## config.mk

```make
export PLATFORM = sky130hd
export DESIGN_NAME = pc_trip_logic
export DESIGN_NICKNAME = d
export VERILOG_FILES = /design/src/pc_trip_pkg.sv /design/src/pu_do_timer.sv /design/src/pc_trip_logic.sv
export VERILOG_INCLUDE_DIRS = /design/src /design/src/src
export SDC_FILE = /design/constraint.sdc
export NUM_CORES = 1
export LEC_CHECK = 0
export BUFFER_PORTS_ARGS = -buffer_cell sky130_fd_sc_hd__buf_2
export CORE_ASPECT_RATIO = 0.9
export CORE_MARGIN = 10
export CORE_UTILIZATION = 36
export CTS_BUF_LIST = sky130_fd_sc_hd__clkbuf_4 sky130_fd_sc_hd__clkbuf_8
export CTS_CLUSTER_DIAMETER = 80
export CTS_CLUSTER_SIZE = 28
export DETAILED_ROUTE_END_ITERATION = 8
export GPL_TIMING_DRIVEN = 1
export PLACE_DENSITY_LB_ADDON = 0.3
export SYNTH_ARGS = -nofsm -noshare
export SYNTH_HDL_FRONTEND = slang
export SYNTH_SLANG_ARGS = --single-unit
```

## constraint.sdc

```tcl
create_clock -name mclk -period 4.1 [get_ports mclk]
set_input_delay 0.41 -clock mclk [delete_from_list [all_inputs] [get_ports mclk]]
set_output_delay 0.41 -clock mclk [all_outputs]
set_load 0.005 [all_outputs]
```

## src/pc_trip_map.svh

```systemverilog
// constants for the phase comparison trip logic
`ifndef PC_TRIP_MAP_SVH
`define PC_TRIP_MAP_SVH
`define TMR_W        16
`define SCHEME_W     2
`define SCH_ONE_BLK  2'h0
`define SCH_ONE_TRP  2'h1
`define SCH_DUAL_TRP 2'h2
`define SCH_DUAL_BLK 2'h3
`define CH_W         2
`define CH_TWO_FREQ  2'h0
`define CH_THREE_FREQ 2'h1
`define CH_ON_OFF    2'h2
`define TMR_ZERO     16'h0000
`define TMR_ONE      16'h0001
`endif

```

## src/pc_trip_pkg.sv

```systemverilog
// types for the phase comparison trip logic
package pc_trip_pkg;
  typedef struct packed {
    logic high_shift;
    logic low_shift;
  } key_t;
  typedef struct packed {
    logic [15:0] pickup;
    logic [15:0] dropout;
  } tmr_cfg_t;
endpackage : pc_trip_pkg

```

## src/pu_do_timer.sv

```systemverilog
// pickup and dropout delay timer
`timescale 1ns/100ps
`default_nettype none
`include "pc_trip_map.svh"
module pu_do_timer #(
  parameter int W = 16
) (
  input  wire logic         mclk,
  input  wire logic         rst_n,
  input  wire logic         in_level,
  input  wire logic [W-1:0] pickup,
  input  wire logic [W-1:0] dropout,
  output logic              out_level
);
  logic [W-1:0] cnt_q;
  logic         out_q;
  // ----------------------------------------
  // counts ticks while input differs from output
  // ----------------------------------------
  always_ff @(posedge mclk or negedge rst_n) begin
    if (!rst_n) begin
      cnt_q <= '0;
      out_q <= 1'b0;
    end else if (in_level == out_q) begin
      cnt_q <= '0;
    end else if ((in_level && cnt_q + W'(1) >= pickup) ||
                 (!in_level && cnt_q + W'(1) >= dropout)) begin
      cnt_q <= '0;
      out_q <= in_level;
    end else begin
      cnt_q <= cnt_q + W'(1);
    end
  end
  assign out_level = out_q;
endmodule : pu_do_timer
`default_nettype wire

```

## src/pc_trip_logic.sv

```systemverilog
// phase comparison trip decision logic for one terminal
// Summary of operation
// - blocking mode: receiver blocking output present inhibits trip
// - tripping mode: trip only while receiver permissive output present
// - single comparison: attempt only during positive half cycle
// - dual comparison: separate positive and negative comparer integrators
// - three-frequency: high shift positive, low negative, center unkeyed
// - interlock: never both shifts, low wins, low while low detector out
// - two-frequency dual trip: low shift, high only in positive half
// - two-frequency dual block: low shift, high in negative half
// - squarer outputs follow positive and negative half cycles only
// - detector outputs held while magnitude exceeds pickup
// - on-off dual: trip on absence one half, presence the other
// - symmetry timer delays rising or falling receiver edge
// - phase delay timer has equal pickup and dropout
// - in phase receiver blocks, opposite phase trips
// - transient gate: high detector picked up, no integrator output
// - transient timer output suppresses trip via inverted input
// - suppression lasts transient timer dropout after gate clears
// - low set detector enables high shift keying, except dual block and two-frequency dual trip
`timescale 1ns/100ps
`default_nettype none
`include "pc_trip_map.svh"
module pc_trip_logic #(
  parameter int W = `TMR_W
) (
  input  wire logic                 mclk,
  input  wire logic                 resetn,
  input  wire logic [`SCHEME_W-1:0] scheme,
  input  wire logic [`CH_W-1:0]     channel,
  input  wire logic                 sym_on_fall,
  input  wire logic [W-1:0]         sym_delay,
  input  wire logic [W-1:0]         phase_delay,
  input  wire logic [W-1:0]         integ_pickup,
  input  wire pc_trip_pkg::tmr_cfg_t tb_cfg,
  input  wire logic                 sq_pos_pin,
  input  wire logic                 sq_neg_pin,
  input  wire logic                 high_set_fault_detect_pin,
  input  wire logic                 low_set_fault_detect_pin,
  input  wire logic                 rx_high_pin,
  input  wire logic                 rx_low_pin,
  output pc_trip_pkg::key_t         tx_key,
  output logic                      tx_on,
  output logic                      half_cycle_squarer_pos,
  output logic                      half_cycle_squarer_neg,
  output logic                      transient_block,
  output logic                      trip
);
  logic [1:0] rst_sync_q;
  logic       rst_n;
  logic [5:0] in_s1_q, in_s2_q, in_s3_q, in_q;
  logic [5:0] pins;
  logic       sq_pos, sq_neg, high_set_fault_detect, low_set_fault_detect, rx_hi, rx_lo;
  logic       rx_hi_c, rx_lo_c, sq_pos_d, sq_neg_d;
  logic       cmp_pos, cmp_neg, int_pos, int_neg, integ;
  logic       transient_block_gate, tb_out;
  logic       trip_q;
  pc_trip_pkg::key_t key_d, key_q;
  logic       tx_on_q;

  // ----------------------------------------
  // reset release
  // ----------------------------------------
  always_ff @(posedge mclk or negedge resetn) begin
    if (!resetn) rst_sync_q <= 2'h0;
    else         rst_sync_q <= {rst_sync_q[0], 1'b1};
  end
  assign rst_n = rst_sync_q[1];

  // ----------------------------------------
  // pin synchronisers, change once stages 2 and 3 agree
  // ----------------------------------------
  assign pins = {sq_pos_pin, sq_neg_pin, high_set_fault_detect_pin,
                 low_set_fault_detect_pin, rx_high_pin, rx_low_pin};
  always_ff @(posedge mclk or negedge rst_n) begin
    if (!rst_n) begin
      in_s1_q <= 6'h00;
      in_s2_q <= 6'h00;
      in_s3_q <= 6'h00;
    end else begin
      in_s1_q <= pins;
      in_s2_q <= in_s1_q;
      in_s3_q <= in_s2_q;
    end
  end
  genvar g;
  generate
    for (g = 0; g < 6; g++) begin : g_agree
      always_ff @(posedge mclk or negedge rst_n) begin
        if (!rst_n) in_q[g] <= 1'b0;
        else if (in_s2_q[g] == in_s3_q[g]) in_q[g] <= in_s3_q[g];
      end
    end
  endgenerate
  // squarer is exclusive by half cycle; fault detectors held while high
  assign sq_pos = in_q[5] & ~in_q[4];
  assign sq_neg = in_q[4] & ~in_q[5];
  assign high_set_fault_detect    = in_q[3];
  assign low_set_fault_detect    = in_q[2];
  assign rx_hi  = in_q[1];
  assign rx_lo  = in_q[0];
  assign half_cycle_squarer_pos = sq_pos;
  assign half_cycle_squarer_neg = sq_neg;

  // ----------------------------------------
  // symmetry and phase delay timers
  // ----------------------------------------
  // delay on one edge only: other edge gets a single tick
  pu_do_timer #(.W(W)) u_sym_hi (
    .mclk(mclk), .rst_n(rst_n), .in_level(rx_hi),
    .pickup(sym_on_fall ? `TMR_ONE : sym_delay),
    .dropout(sym_on_fall ? sym_delay : `TMR_ONE),
    .out_level(rx_hi_c));
  pu_do_timer #(.W(W)) u_sym_lo (
    .mclk(mclk), .rst_n(rst_n), .in_level(rx_lo),
    .pickup(sym_on_fall ? `TMR_ONE : sym_delay),
    .dropout(sym_on_fall ? sym_delay : `TMR_ONE),
    .out_level(rx_lo_c));
  pu_do_timer #(.W(W)) u_ph_pos (
    .mclk(mclk), .rst_n(rst_n), .in_level(sq_pos),
    .pickup(phase_delay), .dropout(phase_delay),
    .out_level(sq_pos_d));
  pu_do_timer #(.W(W)) u_ph_neg (
    .mclk(mclk), .rst_n(rst_n), .in_level(sq_neg),
    .pickup(phase_delay), .dropout(phase_delay),
    .out_level(sq_neg_d));

  // ----------------------------------------
  // comparers
  // ----------------------------------------
  // remote keys in antiphase on internal faults: local positive meets
  // remote negative; in-phase reception blocks
  always_comb begin
    cmp_pos = 1'b0;
    cmp_neg = 1'b0;
    unique case (scheme)
      `SCH_ONE_BLK: begin
        cmp_pos = high_set_fault_detect & sq_pos_d & ~rx_lo_c;
      end
      `SCH_ONE_TRP: begin
        cmp_pos = high_set_fault_detect & sq_pos_d & rx_hi_c;
      end
      `SCH_DUAL_TRP: begin
        if (channel == `CH_ON_OFF) begin
          cmp_pos = high_set_fault_detect & sq_pos_d & ~rx_hi_c;
          cmp_neg = high_set_fault_detect & sq_neg_d & rx_hi_c;
        end else begin
          cmp_pos = high_set_fault_detect & sq_pos_d & rx_lo_c;
          cmp_neg = high_set_fault_detect & sq_neg_d & rx_hi_c;
        end
      end
      `SCH_DUAL_BLK: begin
        cmp_pos = high_set_fault_detect & sq_pos_d & ~rx_hi_c;
        cmp_neg = high_set_fault_detect & sq_neg_d & ~rx_lo_c;
      end
    endcase
  end

  // ----------------------------------------
  // trip integrators, one per half cycle
  // ----------------------------------------
  pu_do_timer #(.W(W)) u_int_pos (
    .mclk(mclk), .rst_n(rst_n), .in_level(cmp_pos),
    .pickup(integ_pickup), .dropout(`TMR_ONE),
    .out_level(int_pos));
  pu_do_timer #(.W(W)) u_int_neg (
    .mclk(mclk), .rst_n(rst_n), .in_level(cmp_neg),
    .pickup(integ_pickup), .dropout(`TMR_ONE),
    .out_level(int_neg));
  assign integ = int_pos | int_neg;

  // ----------------------------------------
  // transient blocking
  // ----------------------------------------
  assign transient_block_gate = high_set_fault_detect & ~integ;
  pu_do_timer #(.W(W)) u_tblk (
    .mclk(mclk), .rst_n(rst_n), .in_level(transient_block_gate),
    .pickup(tb_cfg.pickup), .dropout(tb_cfg.dropout),
    .out_level(tb_out));
  assign transient_block = tb_out;

  // final trip gate
  always_ff @(posedge mclk or negedge rst_n) begin
    if (!rst_n) trip_q <= 1'b0;
    else        trip_q <= integ & ~tb_out;
  end
  assign trip = trip_q;

  // ----------------------------------------
  // transmitter keying
  // ----------------------------------------
  always_comb begin
    key_d = '0;
    unique case (scheme)
      `SCH_DUAL_TRP: begin
        if (channel == `CH_THREE_FREQ) begin
          // low wins; low sent while low detector is out
          key_d.low_shift  = ~low_set_fault_detect | sq_neg;
          key_d.high_shift = low_set_fault_detect & sq_pos & ~key_d.low_shift;
        end else if (channel == `CH_ON_OFF) begin
          key_d.high_shift = low_set_fault_detect & sq_pos;
        end else begin
          key_d.high_shift = sq_pos;
          key_d.low_shift  = ~sq_pos;
        end
      end
      `SCH_DUAL_BLK: begin
        key_d.high_shift = sq_neg;
        key_d.low_shift  = ~sq_neg;
      end
      default: begin
        key_d.high_shift = low_set_fault_detect & sq_pos;
      end
    endcase
  end
  always_ff @(posedge mclk or negedge rst_n) begin
    if (!rst_n) begin
      key_q   <= '0;
      tx_on_q <= 1'b0;
    end else begin
      key_q   <= key_d;
      tx_on_q <= key_d.high_shift | key_d.low_shift;
    end
  end
  assign tx_key = key_q;
  assign tx_on  = tx_on_q;

  // ----------------------------------------
  // assertions
  // ----------------------------------------
  trip_needs_integ_a: assert property (@(posedge mclk) disable iff (!rst_n)
    trip |-> $past(integ)) else $error("trip without integrator");
  trip_blocked_a: assert property (@(posedge mclk) disable iff (!rst_n)
    $past(tb_out) |-> !trip) else $error("trip while blocked");
  shift_excl_a: assert property (@(posedge mclk) disable iff (!rst_n)
    !(tx_key.high_shift && tx_key.low_shift))
    else $error("both shifts keyed");
  low_fdl_a: assert property (@(posedge mclk) disable iff (!rst_n)
    (scheme == `SCH_DUAL_TRP && channel == `CH_THREE_FREQ && !low_set_fault_detect)
    |=> tx_key.low_shift) else $error("low shift missing");
  dblk_key_a: assert property (@(posedge mclk) disable iff (!rst_n)
    (scheme == `SCH_DUAL_BLK) |=> (tx_key.high_shift == $past(sq_neg)))
    else $error("dual block key wrong");
  dtrp_key_a: assert property (@(posedge mclk) disable iff (!rst_n)
    (scheme == `SCH_DUAL_TRP && channel == `CH_TWO_FREQ)
    |=> (tx_key.high_shift == $past(sq_pos)))
    else $error("dual trip key wrong");
  single_neg_a: assert property (@(posedge mclk) disable iff (!rst_n)
    (scheme == `SCH_ONE_BLK || scheme == `SCH_ONE_TRP) |-> !cmp_neg)
    else $error("negative attempt in single");
  gate_a: assert property (@(posedge mclk) disable iff (!rst_n)
    transient_block_gate == (high_set_fault_detect && !integ))
    else $error("transient gate wrong");
  key_enable_a: assert property (@(posedge mclk) disable iff (!rst_n)
    (scheme == `SCH_ONE_BLK && !low_set_fault_detect) |=> !tx_on)
    else $error("keyed without detector");
  blk_rx_a: assert property (@(posedge mclk) disable iff (!rst_n)
    (scheme == `SCH_ONE_BLK && rx_lo_c) |-> !cmp_pos)
    else $error("attempt while blocked");
  trip_cv: cover property (@(posedge mclk) disable iff (!rst_n) $rose(trip));
  tblk_cv: cover property (@(posedge mclk) disable iff (!rst_n) $rose(tb_out));
  neg_cv: cover property (@(posedge mclk) disable iff (!rst_n) int_neg);
endmodule : pc_trip_logic
`default_nettype wire

```

==> results by group <==
Power
  • Power share of the sequential group: 46.4%
  • Pwr Total: 3.357 mW
  • Clk pwr share: 40.1%
  • P_leak: 6.455 nW
  • Maximum vdd drop: 0.1803 mV
  • Combinational power share: 13.5%
  • Power Density: 269.2 mW/mm2
  • Internal: 2.461 mW
  • P_sw: 895.6 uW
  • Sw Share: 26.68%

Worst setup path
  • Worst setup path category: register to register
  • CP Capture Type: register
  • Critical Path AT: 4.08 ns
  • Worst-path fanout max: 16
  • Worst reg2reg startpoint: u_sym_hi.cnt_q[2]
  • Worst Setup SP: u_sym_hi.cnt_q[2]
  • Crit start category: register
  • Req. time, crit path: 4.46 ns

Yosys
  • Count of cell types in the netlist: 73
  • Syn Nets: 1,410
  • Number of enable flip-flop cells after synthesis: 0
  • Most numerous cell in the Yosys netlist: ha_1
  • Ys flop type: dfrtp_1
  • Post-Synthesis Cell Area: 0.01107 mm2
  • Top post-synthesis cells by count: ha_1, dfrtp_1, inv_1
  • FF+latch count, synth: 149
  • Synth area leader: dfrtp_1
  • Synth top area share: 33.67%
  • Mean Syn Cell Area: 9.663 um2
  • FFs w/ async S/R, synth: 100.0%
  • Yosys warnings: 0
  • Synth area leaders: dfrtp_1, ha_1, xnor2_1, a21o_1, xor2_1
  • Post-Synthesis Cells: 1,146
  • Register area share after synthesis: 33.67%

Route
  • DRT Pass-1 Iters: 5
  • Wirelength per Cell: 15.11 um
  • 1st-iter DRT viols: 483
  • DR vias: 8,374
  • Final WL: 25,100 um
  • DRC viols: 0
  • Via density: 5.042
  • Final ANT Viol Nets: 0

Finish
  • Area Growth Syn to Fin: 12.61%
  • Net count, final: 1,508
  • FILL cells: 2,937
  • Post-route core utilization: 41.43%
  • Non-Filler Instances: 1,661
  • Share of post-route cells with drive strength above 1: 13.93%
  • Area of the multi-input gates: 0.006890 mm2
  • Design area: 0.01247 mm2
  • Register Area: 0.003732 mm2

Timing
  • Slew Viols, Final: 0
  • Minimum clock period: 3.722 ns
  • Worst-margin pin slew: 1.037 ns
  • Tcrit/Tclk final: 90.79%
  • RSZ-0062 raised after global routing: false
  • Worst slew margin: 30.43%
  • Final hold vios: 0
  • Achievable Freq: 268.7 MHz
  • Min setup slack post-route: 0.3777 ns
  • Hold Slack: 0.06191 ns
  • Final clock skew: 0.01780 ns
  • Final setup viols: 0
  • Fin Setup TNS: 0 ns

Placement
  • Hpwl dp: 19,760 um
  • Post-Place Cell Area: 0.01199 mm2
  • Port bufs: 99
  • Placer's final routability congestion estimate: 0.8431
  • Cell count after placement: 1,627
  • Placement Setup Slack: 0.3812 ns

Floorplan
  • Site Rows: 60
  • IO Pins: 100
  • Initial Util: 36.79%
  • Chip Width: 204.9 um
  • Die height: 186.4 um
  • Core area: 0.03010 mm2
  • Die area: 0.03819 mm2

Clock network
  • Clk slew on worst S/H paths: 0.08 ns
  • CTS tree: built
  • Clock Latency Late Sink: 0.46 ns
  • CTS max path bufs: 2
  • H-tree levels: 4
  • Clock sink count: 149
  • Root buffer cell: clkbuf_8
  • CTS Buf Count: 17

GRT
  • Pin count of the biggest net entering global routing: 109
  • First-pass GRT wire length: 42,300 um
  • GRT Util Overall: 13.39%
  • Vias in the first global route: 8,555
  • Initial antenna violation count: 2
  • GRT overflow: 0

Hold path
  • Min-delay src: rx_low_pin
  • Tightest Hold Check Type: primary input to register

Run
  • Max Cap Violations: 0

Outcome
  • Outcome: complete, no violations
## flip-flops by register name (all words and copies together), names as in the netlist, 2 cells and up
signal,cells
u_tblk.cnt_q,16
u_int_neg.cnt_q,16
u_ph_neg.cnt_q,16
u_sym_lo.cnt_q,16
in_s1_q,6
u_sym_hi.cnt_q,16
u_ph_pos.cnt_q,16
in_s2_q,6
rst_sync_q,2
in_s3_q,6
tx_key,2
u_int_pos.cnt_q,16
in_q,2
## per-layer routing
| metal | track usage (%) | vias to the layer above | routed length, um |
|---|---|---|---|
| met1 | 18.20 | 3924 | 12280 |
| met5 | 0 | - | 0 |
| met2 | 20.93 | 133 | 11370 |
| met3 | 2.837 | 22 | 1097 |
| li1 | - | 4295 | - |
| met4 | 3.645 | 0 | 350 |
## layout make-up
type	instances	area share, %
Multi-Input combinational cell	883	55.25
Sequential cell	149	29.93
Timing Repair Buffer	103	4.334
Tap cell	403	4.043
Inverter	90	2.709
Clock buffer	20	2.107
Clock inverter	11	1.585
Antenna cell	2	0.04013
## worst paths after layout
kind | slack, ns | endpoint | cells after the start
worst min-delay path | 0.06 | in_s1_q[0] | 1
worst max-delay path | 0.38 | u_sym_hi.cnt_q[1] | 11
max in group asynchronous | 2.81 | u_ph_pos.cnt_q[4] | 1
min in group asynchronous | 0.26 | rst_sync_q[1] | 2
worst max register to register | 0.38 | u_sym_hi.cnt_q[1] | 11
worst min register to register | 0.32 | in_s1_q[1] | 0
## logic make-up after synthesis
group	Yosys count	synth area share [%]
compound gates	237	15.78
xor+xnor	108	8.541
fa+ha+maj	177	19.86
buf+inv	114	4.158
flops	149	33.67
mux	4	0.3841
other cells	1	0.03386
simple gates	356	17.57
## timing repair
item                       4_1_cts  5_1_grt
gates resized for setup          0        2
hold endpoints to repair         2        0
setup buffers                    0        0
setup endpoints to repair        0       12
hold buffers                     1        0
## power by group through the flow
stage	clock network, mW	logic (mW)	registers [mW]
global placement	0	0.443	1.59
finish	1.35	0.454	1.56
global route	1.46	0.525	1.57
detailed placement	0	0.453	1.59
CTS	1.39	0.457	1.56
floorplan	0	0.283	1.58
## critical path, cell delays in order, from the launching register on
cell and delay [ns]:
dfrtp_1 0.42, and4_1 0.27, nand4_1 0.28, nor2_1 0.25, nand3_1 0.12, xnor2_1 0.27, ha_1 0.31, a21o_1 0.18
a21o_1 0.17, a221o_1 0.36, or4_1 0.69, a21boi_0 0.30
## cell usage in the layout (no fill, tap or decap), types with 13 or more instances in the layout
master,Yosys,final
nand2b_1,27,27
a31oi_1,13,13
inv_1,90,90
nor2_1,54,54
a21oi_1,28,28
and3_1,18,18
nor3_1,13,13
dfrtp_1,149,148
nand4_1,38,38
o21ai_0,14,13
ha_1,171,171
clkbuf_8,0,18
nand3_1,47,47
xor2_1,41,41
xnor2_1,67,67
nor2b_1,42,42
a21boi_0,46,46
buf_2,2,99
nand2_1,67,67
a21o_1,56,56
Note: power is estimated with default switching activity, not from simulation.
